**src/pkg/scrs_pkg.sv**
```systemverilog
// shared constants and types for the class recording sequencer ends
package scrs_pkg;
  localparam int unsigned CLK_MHZ = 200;
  localparam int unsigned CYC_PER_MS = CLK_MHZ * 1000;
  localparam int unsigned BLK_BYTES = 512;
  localparam int unsigned BLK_PER_KB = 1024 / BLK_BYTES;
  localparam int unsigned AU_MAX_KB = 65536;
  localparam int unsigned SUB_KB = 4096;
  localparam int unsigned RU_KB_STD = 256;
  localparam int unsigned RU_KB_C10 = 512;
  localparam int unsigned FAT_MAX_KB = 16;
  localparam int unsigned FAT_MAX_BLK = FAT_MAX_KB * BLK_PER_KB;
  localparam int unsigned BMP_MIN_BYTES = 512;
  localparam int unsigned BMP_MIN_BLK = BMP_MIN_BYTES / BLK_BYTES;
  localparam int unsigned ENTRY_BLK = 1;
  localparam int unsigned TFW_DEPTH = 8;
  localparam int unsigned TFW_SHIFT = 3;
  localparam int unsigned UPD_BUSY_MS = 10;
  localparam int unsigned REC_BUSY_MS = 1000;
  localparam int unsigned CI_OP_MS = 250;
  localparam int unsigned UPD_BUSY_CYC = UPD_BUSY_MS * CYC_PER_MS;
  localparam int unsigned REC_BUSY_CYC = REC_BUSY_MS * CYC_PER_MS;
  localparam int unsigned CI_OP_CYC = CI_OP_MS * CYC_PER_MS;
  localparam int unsigned BUS_MHZ_STD = 20;
  localparam int unsigned BUS_MHZ_HS = 40;
  localparam int unsigned GUARD_CYC = 8;
  localparam int unsigned CLUSTER_BLK_DEF = 64;
  localparam logic [7:0] MOVE_RATE_ZERO = 8'h00;

  typedef enum logic [2:0] {
    OP_IDLE = 3'h0,
    OP_WRITE = 3'h1,
    OP_START_REC = 3'h2,
    OP_UPDATE_DIR = 3'h3,
    OP_UPDATE_CI = 3'h4
  } scrs_op_t;

  typedef enum logic [2:0] {
    WK_PLAIN = 3'h0,
    WK_STREAM = 3'h1,
    WK_TABLE = 3'h2,
    WK_DIR = 3'h3,
    WK_CI = 3'h4
  } scrs_kind_t;

  typedef enum logic [2:0] {
    J_DIR = 3'h0,
    J_START = 3'h1,
    J_RU = 3'h2,
    J_TABLE = 3'h3,
    J_CI = 3'h4
  } scrs_job_t;

  typedef struct packed {
    logic lclk;
    logic valid;
    scrs_op_t op;
    logic [31:0] addr;
    logic [15:0] len;
  } scrs_link_t;

  function automatic logic [15:0] scrs_ru_blocks(input int unsigned cls);
    return 16'(((cls >= 10) ? RU_KB_C10 : RU_KB_STD) * BLK_PER_KB);
  endfunction

  function automatic int unsigned scrs_bus_mhz(input int unsigned cls);
    return (cls >= 10) ? BUS_MHZ_HS : BUS_MHZ_STD;
  endfunction
endpackage

```
**src/pkg/scrs_link_if.sv**
```systemverilog
// link between the recording host and the card
`timescale 1ns/1ps
interface scrs_link_if;
  import scrs_pkg::*;
  scrs_link_t cmd;
  logic busy;
  modport host (output cmd, input busy);
  modport card (input cmd, output busy);
endinterface

```
**src/verilog/scrs_card.sv**
```systemverilog
// card end: classifies writes, keeps busy timing and performance figures
`timescale 1ns/1ps
module scrs_card
  import scrs_pkg::*;
#(
  parameter int unsigned SPEED_CLASS = 10,
  parameter int unsigned AU_KB = AU_MAX_KB,
  parameter int unsigned WRITE_RATE = 10,
  parameter int unsigned READ_RATE = 10,
  parameter int unsigned BLK_CYC = 1,
  parameter int unsigned UPD_CYC = UPD_BUSY_CYC,
  parameter int unsigned REC_CYC = REC_BUSY_CYC,
  parameter int unsigned CI_CYC = CI_OP_CYC
) (
  input wire logic CLOCK,
  input wire logic RST,
  scrs_link_if.card lnk,
  output logic WR_VALID,
  output scrs_kind_t WR_KIND,
  output logic [31:0] WR_ADDR,
  output logic [15:0] WR_LEN,
  output logic RECORDING,
  output logic SUB_DONE,
  output logic [31:0] SUB_CYCLES,
  output logic [31:0] TFW_AVE,
  output logic [7:0] MOVE_RATE,
  output logic [7:0] WRITE_RATE_MIN,
  output logic [7:0] READ_RATE_MIN,
  output logic [15:0] RU_BLOCKS,
  output logic [7:0] BUS_MHZ,
  output logic [3:0] CLASS_MASK,
  output logic AU_OK
);
  localparam logic [31:0] SUB_BLOCKS =
    32'(((AU_KB <= SUB_KB) ? AU_KB : SUB_KB) * BLK_PER_KB);
  localparam logic AU_VALID = (AU_KB <= AU_MAX_KB) &&
    ((AU_KB <= SUB_KB) || ((AU_KB % SUB_KB) == 0));
  localparam logic [3:0] CLS_MASK = (SPEED_CLASS >= 10) ? 4'hF :
    (SPEED_CLASS >= 6) ? 4'h7 : (SPEED_CLASS >= 4) ? 4'h3 : 4'h1;
  localparam int unsigned RD_RATE = (READ_RATE > WRITE_RATE) ? READ_RATE : WRITE_RATE;

  typedef struct packed {
    scrs_link_t sy1;
    scrs_link_t sy2;
    logic lclk_p;
    logic busy;
    logic [31:0] busy_cnt;
    logic rec;
    logic ci_arm;
    logic dir_arm;
    logic dir_ok;
    logic [31:0] dir_addr;
    logic stream_on;
    logic table_on;
    logic dir_close;
    logic wr_valid;
    scrs_kind_t wr_kind;
    logic [31:0] wr_addr;
    logic [15:0] wr_len;
    logic [31:0] sub_blk;
    logic [31:0] sub_cyc;
    logic sub_done;
    logic [31:0] sub_res;
    logic [31:0] tfw_acc;
    logic [TFW_DEPTH-1:0][31:0] tfw_hist;
    logic [3:0] tfw_n;
    logic [31:0] tfw_ave;
    logic au_ok;
    logic [3:0] cls_mask;
    logic [15:0] ru_blk;
    logic [7:0] bus_mhz;
    logic [7:0] wr_rate;
    logic [7:0] rd_rate;
    logic [7:0] mv_rate;
  } scrs_card_st_t;

  scrs_card_st_t q, d;

  always_comb begin
    logic [34:0] sum;
    logic edge_l;
    logic take;
    logic [31:0] wcyc;
    sum = '0;
    d = q;
    // link bits are stable around the rising edge, so one wide sync suffices
    d.sy1 = lnk.cmd;
    d.sy2 = q.sy1;
    d.lclk_p = q.sy2.lclk;
    d.wr_valid = 1'b0;
    d.sub_done = 1'b0;
    edge_l = q.sy2.lclk & ~q.lclk_p;
    take = edge_l & q.sy2.valid & ~q.busy;
    wcyc = (q.sy2.len == 16'h0000) ? 32'h1 : 32'(q.sy2.len) * 32'(BLK_CYC);
    d.au_ok = AU_VALID;
    d.cls_mask = CLS_MASK;
    d.ru_blk = scrs_ru_blocks(SPEED_CLASS);
    d.bus_mhz = 8'(scrs_bus_mhz(SPEED_CLASS));
    d.wr_rate = 8'(WRITE_RATE);
    d.rd_rate = 8'(RD_RATE);
    d.mv_rate = MOVE_RATE_ZERO;

    if (q.busy) begin
      d.busy_cnt = q.busy_cnt - 32'h1;
      // only stream time is charged to the sub-unit
      if (q.stream_on) begin
        d.sub_cyc = q.sub_cyc + 32'h1;
      end
      if (q.table_on) begin
        d.tfw_acc = q.tfw_acc + 32'h1;
      end
      if (q.busy_cnt == 32'h1) begin
        d.busy = 1'b0;
        d.stream_on = 1'b0;
        d.table_on = 1'b0;
        d.dir_close = 1'b0;
        if (q.stream_on && (q.sub_blk >= SUB_BLOCKS)) begin
          d.sub_done = 1'b1;
          d.sub_res = q.sub_cyc + 32'h1;
          d.sub_blk = q.sub_blk - SUB_BLOCKS;
          d.sub_cyc = '0;
        end
        if (q.dir_close) begin
          d.tfw_hist = {q.tfw_hist[TFW_DEPTH-2:0], q.tfw_acc + 32'h1};
          d.tfw_acc = '0;
          for (int i = 0; i < TFW_DEPTH; i++) begin
            sum = sum + 35'(d.tfw_hist[i]);
          end
          if (q.tfw_n != 4'(TFW_DEPTH)) begin
            d.tfw_n = q.tfw_n + 4'h1;
          end
          // the average is only defined once eight cycles are in the window
          if ((d.tfw_n == 4'(TFW_DEPTH)) && (32'(sum >> TFW_SHIFT) > q.tfw_ave)) begin
            d.tfw_ave = 32'(sum >> TFW_SHIFT);
          end
        end
      end
    end

    if (take) begin
      d.busy = 1'b1;
      d.busy_cnt = 32'h1;
      unique case (q.sy2.op)
        OP_IDLE: begin
          d.busy = 1'b0;
        end
        OP_START_REC: begin
          if (q.dir_ok) begin
            d.rec = 1'b1;
            d.busy_cnt = 32'(REC_CYC);
            d.sub_blk = '0;
            d.sub_cyc = '0;
            d.tfw_acc = '0;
            d.tfw_n = '0;
            d.tfw_ave = '0;
          end
        end
        OP_UPDATE_DIR: begin
          d.rec = 1'b0;
          d.dir_arm = 1'b1;
          d.ci_arm = 1'b0;
          d.busy_cnt = 32'(UPD_CYC);
        end
        OP_UPDATE_CI: begin
          d.ci_arm = q.rec;
          d.busy_cnt = 32'(UPD_CYC);
        end
        OP_WRITE: begin
          d.wr_valid = 1'b1;
          d.wr_addr = q.sy2.addr;
          d.wr_len = q.sy2.len;
          d.ci_arm = 1'b0;
          d.busy_cnt = wcyc;
          if (q.dir_arm) begin
            d.wr_kind = WK_DIR;
            d.dir_addr = q.sy2.addr;
            d.dir_ok = 1'b1;
            d.dir_arm = 1'b0;
          end else if (q.rec && q.ci_arm && (q.sy2.len == 16'(ENTRY_BLK))) begin
            d.wr_kind = WK_CI;
            d.busy_cnt = 32'(CI_CYC);
          end else if (q.rec && (q.sy2.len == 16'(ENTRY_BLK)) &&
                       (q.sy2.addr == q.dir_addr)) begin
            d.wr_kind = WK_DIR;
            d.table_on = 1'b1;
            d.dir_close = 1'b1;
          end else if (q.rec && (q.sy2.len == q.ru_blk)) begin
            d.wr_kind = WK_STREAM;
            d.stream_on = 1'b1;
            d.sub_blk = q.sub_blk + 32'(q.sy2.len);
          end else if (q.rec) begin
            d.wr_kind = WK_TABLE;
            d.table_on = 1'b1;
          end else begin
            d.wr_kind = WK_PLAIN;
          end
        end
        default: begin
          d.busy = 1'b0;
        end
      endcase
    end
  end

  always_ff @(posedge CLOCK) begin
    if (RST) begin
      q <= '0;
    end else begin
      q <= d;
    end
  end

  assign lnk.busy = q.busy;
  assign WR_VALID = q.wr_valid;
  assign WR_KIND = q.wr_kind;
  assign WR_ADDR = q.wr_addr;
  assign WR_LEN = q.wr_len;
  assign RECORDING = q.rec;
  assign SUB_DONE = q.sub_done;
  assign SUB_CYCLES = q.sub_res;
  assign TFW_AVE = q.tfw_ave;
  assign MOVE_RATE = q.mv_rate;
  assign WRITE_RATE_MIN = q.wr_rate;
  assign READ_RATE_MIN = q.rd_rate;
  assign RU_BLOCKS = q.ru_blk;
  assign BUS_MHZ = q.bus_mhz;
  assign CLASS_MASK = q.cls_mask;
  assign AU_OK = q.au_ok;
endmodule

```
**src/flat_wrapper.sv**
```systemverilog
// flat-port wrapper written by rule: the top's interface ports become plain ports
module scrs_card_flat import scrs_pkg::*;
#(
  parameter int unsigned SPEED_CLASS = 10,
  parameter int unsigned AU_KB = AU_MAX_KB,
  parameter int unsigned WRITE_RATE = 10,
  parameter int unsigned READ_RATE = 10,
  parameter int unsigned BLK_CYC = 1,
  parameter int unsigned UPD_CYC = UPD_BUSY_CYC,
  parameter int unsigned REC_CYC = REC_BUSY_CYC,
  parameter int unsigned CI_CYC = CI_OP_CYC
)
  (CLOCK, RST, WR_VALID, WR_KIND, WR_ADDR, WR_LEN, RECORDING, SUB_DONE, SUB_CYCLES, TFW_AVE, MOVE_RATE, WRITE_RATE_MIN, READ_RATE_MIN, RU_BLOCKS, BUS_MHZ, CLASS_MASK, AU_OK, lnk_cmd, lnk_busy);
  scrs_link_if lnk_i ();
  input wire logic CLOCK;
  input wire logic RST;
  output logic WR_VALID;
  output scrs_kind_t WR_KIND;
  output logic [31:0] WR_ADDR;
  output logic [15:0] WR_LEN;
  output logic RECORDING;
  output logic SUB_DONE;
  output logic [31:0] SUB_CYCLES;
  output logic [31:0] TFW_AVE;
  output logic [7:0] MOVE_RATE;
  output logic [7:0] WRITE_RATE_MIN;
  output logic [7:0] READ_RATE_MIN;
  output logic [15:0] RU_BLOCKS;
  output logic [7:0] BUS_MHZ;
  output logic [3:0] CLASS_MASK;
  output logic AU_OK;
  input wire logic [$bits(lnk_i.cmd)-1:0] lnk_cmd;
  output wire logic [$bits(lnk_i.busy)-1:0] lnk_busy;
  assign lnk_i.cmd = lnk_cmd;
  assign lnk_busy = lnk_i.busy;
  scrs_card #(.SPEED_CLASS(SPEED_CLASS), .AU_KB(AU_KB), .WRITE_RATE(WRITE_RATE), .READ_RATE(READ_RATE), .BLK_CYC(BLK_CYC), .UPD_CYC(UPD_CYC), .REC_CYC(REC_CYC), .CI_CYC(CI_CYC)) u_core (.CLOCK(CLOCK), .RST(RST), .lnk(lnk_i), .WR_VALID(WR_VALID), .WR_KIND(WR_KIND), .WR_ADDR(WR_ADDR), .WR_LEN(WR_LEN), .RECORDING(RECORDING), .SUB_DONE(SUB_DONE), .SUB_CYCLES(SUB_CYCLES), .TFW_AVE(TFW_AVE), .MOVE_RATE(MOVE_RATE), .WRITE_RATE_MIN(WRITE_RATE_MIN), .READ_RATE_MIN(READ_RATE_MIN), .RU_BLOCKS(RU_BLOCKS), .BUS_MHZ(BUS_MHZ), .CLASS_MASK(CLASS_MASK), .AU_OK(AU_OK));
endmodule
```
**config.mk**
```make
export PLATFORM = sky130hd
export DESIGN_NAME = scrs_card_flat
export DESIGN_NICKNAME = d
export VERILOG_FILES = /design/src/pkg/scrs_pkg.sv /design/src/pkg/scrs_link_if.sv /design/src/verilog/scrs_card.sv /design/src/flat_wrapper.sv
export SDC_FILE = /design/constraint.sdc
export NUM_CORES = 2
export LEC_CHECK = 0
export BUFFER_PORTS_ARGS = -buffer_cell sky130_fd_sc_hd__buf_2
export CAP_MARGIN = 20
export CORE_MARGIN = 5
export CORE_UTILIZATION = 61
export CTS_BUF_LIST = sky130_fd_sc_hd__clkbuf_4
export CTS_CLUSTER_SIZE = 30
export DETAILED_ROUTE_END_ITERATION = 10
export GPL_TIMING_DRIVEN = 0
export PLACE_DENSITY = 0.88
export SYNTH_ARGS = -nofsm -noshare
export SYNTH_HDL_FRONTEND = slang
export SYNTH_SLANG_ARGS = --single-unit
```
**constraint.sdc**
```tcl
create_clock -name CLOCK -period 22.5 [get_ports CLOCK]
set_input_delay 4.5 -clock CLOCK [delete_from_list [all_inputs] [get_ports CLOCK]]
set_output_delay 4.5 -clock CLOCK [all_outputs]
set_load 0.05 [all_outputs]
```
; Word-level counts from Yosys, hierarchy flattened
; Index checks and enable logic that the tools add are counted.
[totals]
reg_bits = 705
inputBits = 55
output_inout_bits = 172
elab_cells = 158
[classes]
addsub = 13
order_cmp = 2
n_eq_ne = 11
mux = 54
bitwise_logic = 7
n_reduce_logical = 24
[op_table]
columns = operator, n
row1 = 2-to-1 mux 421 bit, 2
row2 = 2-to-1 mux 32 bit, 13
row3 = 2-to-1 mux 324 bit, 1
row4 = adder 35 x 32 -> 35 bit, 6
row5 = 2-to-1 mux 188 bit, 1
row6 = 2-to-1 mux 36 bit, 3
row7 = 2-to-1 mux 97 bit, 1
row8 = case mux 32 bit (3 select lines), 1
row9 = 2-to-1 mux 88 bit, 1
row10 = 2-to-1 mux 33 bit, 2
row11 = adder 32 x 1 -> 32 bit (second input constant), 2
row12 = 2-to-1 mux 64 bit, 1
row13 = case mux 32 bit (2 select lines), 1
row14 = 2-to-1 mux 53 bit, 1
row15 = adder 32 x 32 -> 33 bit, 1
row16 = adder 32 x 16 -> 32 bit, 1
row17 = equality test 32 x 1 -> 1 bit (second input constant), 1
row18 = equality test 32 bit, 1
row19 = >= comparator 32 x 14 -> 1 bit (second input constant), 1
row20 = greater-than comparator 32 bit, 1
row21 = subtractor 32 x 1 -> 32 bit (second input constant), 1
row22 = subtractor 32 x 14 -> 32 bit (second input constant), 1
row23 = 2-to-1 mux 29 bit, 1
row24 = 2-to-1 mux 3 bit, 7
row25 = other kinds (24), 59

; Logic depth before layout (Yosys ltp)
[depth]
ltp_word = 20
ltp_mapped = 42
mapped_depth_nobuf = 40

; Worst setup path after synthesis
; Ideal clock, no wire load.
[synth_path]
path_type = reg2reg
from = register u_core.q[347] (netlist bit)
to = register u_core.q (netlist bit u_core.TFW_AVE[30])
setup_ps = 71
t_arrival_ps = 8875
t_required_ps = 22429
slack_ps = 13554
stages_incl_launch_ff = 42
n_path_buf = 3
period_less_slack_ps = 8946
cell_sequence = dfxtp_1 nand3_1 or3b_1 clkbuf_1 nor2_1 nand3_1 xnor2_1 ha_1 a21o_1 a21o_1 a211oi_1 a21oi_1 o22ai_1 o21a_1 o21ai_0 xnor2_1 fa_1 inv_1 [6 not listed] a21o_1 a21o_1 a221oi_1 o22a_1 o31a_1 a21oi_1 nor3_1 nor2_1 ha_1 nand4_1 nor2_1 nand4_1 nor3_1 a21oi_1 or3b_1 buf_6 or3_1 a21oi_1
[synth_between]
elab_chain_len = 17
[synth_lines]
columns = item, line
row1 = start: declaration, scrs_card.sv:77  ; scrs_card_st_t q, d;
row2 = start signal: assignment, scrs_card.sv:207  ; q <= '0;
row3 = start signal: assignment, scrs_card.sv:209  ; q <= d;
row4 = adder 32 x 1 -> 32 bit (*), scrs_card.sv:124  ; d.tfw_hist = {q.tfw_hist[TFW_DEPTH-2:0], q.tfw_acc + 32'h1};
row5 = adder 32 x 32 -> 33 bit (*), scrs_card.sv:127  ; sum = sum + 35'(d.tfw_hist[i]);
row6 = adder 35 x 32 -> 35 bit (*) (6 in a row), scrs_card.sv:127
row7 = greater-than comparator 32 bit, scrs_card.sv:133  ; if ((d.tfw_n == 4'(TFW_DEPTH)) && (32'(sum >> TFW_SHIFT) > q.tfw_ave)) begin
row8 = logical AND 1 bit, scrs_card.sv:133
row9 = 2-to-1 mux 32 bit (*), scrs_card.sv:133
row10 = 2-to-1 mux 324 bit (*), scrs_card.sv:123  ; if (q.dir_close) begin
row11 = 2-to-1 mux 421 bit (*), scrs_card.sv:112  ; if (q.busy_cnt == 32'h1) begin
row12 = 2-to-1 mux 421 bit (*), scrs_card.sv:103  ; if (q.busy) begin
row13 = 2-to-1 mux 36 bit, scrs_card.sv:148  ; if (q.dir_ok) begin
row14 = 2-to-1 mux 36 bit, scrs_card.sv:143  ; unique case (q.sy2.op)
row15 = 2-to-1 mux 36 bit (*), scrs_card.sv:140  ; if (take) begin
; Every way passes the cells marked *; elsewhere a longest branch is shown, timed or not.
; A chain may end at the register's enable or synchronous reset.

; Worst setup path after layout
[layout_path]
from = register u_core.q[347] (netlist bit)
to = register u_core.q (netlist bit u_core.TFW_AVE[29])
; The elaborated chain is that of the path after synthesis.

==> impl_metrics.json <==
{
  "syn-instance-count": 4025,
  "cts-buffers-inserted": 161,
  "cp_slowest_stage_delay_ps": 960,
  "synth-main-ff-cell": "dfxtp_1",
  "cts_sinks": 621,
  "cp_max_fo": 6,
  "final_cell_mix": "757 x nand2_1, 621 x dfxtp_1, 472 x a21oi_1",
  "hp-class": "flip-flop to flip-flop",
  "slew-limit-headroom": 0.2468,
  "drt-wirelength-per-cell_um": 16.78,
  "final_cells": 5230,
  "cp-start-kind": "flip-flop",
  "grt_pass1_vias": 28869,
  "hold_viol": 0,
  "drt_wl_total_um": 87740,
  "fp.coreArea_um2": 54880,
  "ys_warn_count": 0,
  "rsz0062_at_grt": "no",
  "tightest_slew_ps": 1119,
  "ys_seq_elements": 621,
  "nFillCells": 4106,
  "dieArea_um2": 60070,
  "clk_path_buf_depth": 3,
  "synth_top_area_frac": 0.3688,
  "grt_pass1_wl_um": 141100,
  "initial_core_util": 0.6143,
  "finalSetupTns_ps": 0,
  "syn_to_final_growth_pct": 11.61,
  "die_x_um": 245.1,
  "grt_start_max_net_pins": 17,
  "cap_viol_max_count": 0,
  "antenna_found_initial": 2,
  "synthDistinctLibCells": 84,
  "post-route-drc-count": 0,
  "synth.area.top_cells": "dfxtp_1 37%, fa_1 9.4%, nand2_1 8.4%",
  "final.setup_skew_ps": 83.60,
  "post-cts-setup-buffers": 0,
  "cts_tree": "done",
  "gr-usage-all-layers": 0.2852,
  "async_reset_ff_frac": 0,
  "cts-htree-levels": 4,
  "multi_input_area_um2": 18230,
  "grt_overflow": 0,
  "fin_crit_sh": 0.4860,
  "die_height_um": 245.1,
  "dpl.cell_count": 4954,
  "status": "finished, final reports clean",
  "finalSetupViolations": 0,
  "p_per_area_nw_per_um2": 57.12,
  "post_drt_via_cell_ratio": 5.607,
  "final_nets": 4753,
  "irDropWorstVdd_uv": 66.03,
  "slew_violations": 0,
  "drive_above_1_share": 0.1484,
  "first_pass_iters": 6,
  "power.leakage_nw": 15.68,
  "detail-route-antenna-nets": 0,
  "min_period_ps": 10930,
  "critPathKind": "flip-flop to flip-flop",
  "syn_area_per_cell_um2": 8.375,
  "required_ps": 23410,
  "cts-root-buf": "clkbuf_4",
  "ys_seq_area_frac": 0.3688,
  "cp_slowest_cell": "nor4_1",
  "vias": 29327,
  "yosysTopAreaCell": "dfxtp_1",
  "final_common_cell": "nand2_1",
  "gp_congestion": 0.9193,
  "drt_iter0_drc": 2573,
  "num_rows": 86,
  "clkTransAtPathRegs_ps": 70,
  "regArea_um2": 12430,
  "clk_latency_ps": 1050,
  "timing.fmax_ghz": 0.09145,
  "cts_resized": 0,
  "cts_hold_buf": 0,
  "dp_hpwl_um": 65670,
  "port_buffers": 184,
  "synth_edf_count": 0,
  "pin_count": 227,
  "synth_area_um2": 33710,
  "r2r_setup_slack_ps": 11570,
  "end_kind": "flip-flop",
  "cp.arrival_ps": 11840
}
==> cell type report <==
cell class / count / area share
multi-input combinational: 2794 / 0.4844
antenna: 4 / 0.0002660
sequential: 621 / 0.3304
clock inverter: 47 / 0.006784
buffer: 365 / 0.05670
tap: 704 / 0.02341
clock buffer: 225 / 0.04489
inverter: 285 / 0.02843
timing repair buffer: 185 / 0.02467
==> worst max-delay path: cells and delay by family (launching register included) <==
kind            cells  cell delay, ps
buf+inv             3             280
compound gates     12            3010
xor+xnor            3             700
fa+ha+maj           7            3090
flops               1             440
simple gates       12            3300
==> Yosys cell counts, types with 17 or more instances <==
master and n:
nor2b_1 113, fa_1 159, nand2_1 757, buf_2 28
and3_1 35, inv_1 284, nand4_1 34, a21oi_1 472
nor4_1 23, xnor2_1 104, o21ai_0 83, ha_1 126
a22oi_1 17, or3_1 23, buf_4 170, a21o_1 53
nor2_1 230, a211oi_1 55, mux2i_1 23, nor3_1 48
a31oi_1 30, o21a_1 18, clkbuf_1 147, xor2_1 88
dfxtp_1 621, nand3_1 62
==> power breakdown <==
part	total, mW	switching, mW	internal [mW]	leakage [nW]
registers	1.12	0.00692	1.11	5.02
clock network	0.948	0.482	0.466	1.16
logic	0.0851	0.0605	0.0246	9.50
total	2.15	0.550	1.60	15.7
==> per-layer routing <==
layer,vias to the layer above,global-route usage,routed length [µm]
li1,14032,-,-
met1,13742,0.3503,34950
met2,1274,0.4765,41770
met3,279,0.05847,6985
met4,0,0.1472,4037
met5,-,0,0
==> path summary, 6_finish.rpt <==
kind	endpoint	start	depth (start not counted)
max	u_core.TFW_AVE[29]	u_core.q[347]	37
min	u_core.q[628]	u_core.d[628]	1
min reg2reg	u_core.q[628]	u_core.d[628]	1
max reg2reg	u_core.TFW_AVE[29]	u_core.q[347]	37
==> cells by family after synthesis <==
group                      synth area share
and+or+nand+nor                      0.1913
AOI/OAI and AO/OA                    0.1456
buffers and inverters               0.09502
DFF                                  0.3688
adders and majority gates            0.1412
xor gates and xnor gates            0.04988
muxes                              0.008165
other                             0.0001112
==> stage by stage <==
step           hold WS [ps]  instance area [µm²]  power (mW)  setup slack (ps)    util
3_3_place_gp          416.1                35660       1.222             12070  0.6499
4_1_cts               434.7                37610       2.159             11780  0.6854
3_5_place_dp          422.6                35670       1.223             11840  0.6500
6_report              431.2                37620       2.149             11570  0.6856
2_1_floorplan         413.8                33860       1.198             13550       -
5_1_grt               440.4                37620       2.228             10910  0.6856
==> flip-flops by register name, summed over array words and instances, names as in the netlist <==
register,flops
u_core.RECORDING,1
u_core.WR_ADDR,32
u_core.WR_VALID,1
u_core.lnk.busy,1
u_core.SUB_DONE,1
u_core.d,54
u_core.WR_LEN,16
u_core.q,447
u_core.SUB_CYCLES,32
u_core.WR_KIND,3
u_core.CLASS_MASK,1
u_core.TFW_AVE,32
Power figures use the tool's default switching activity.
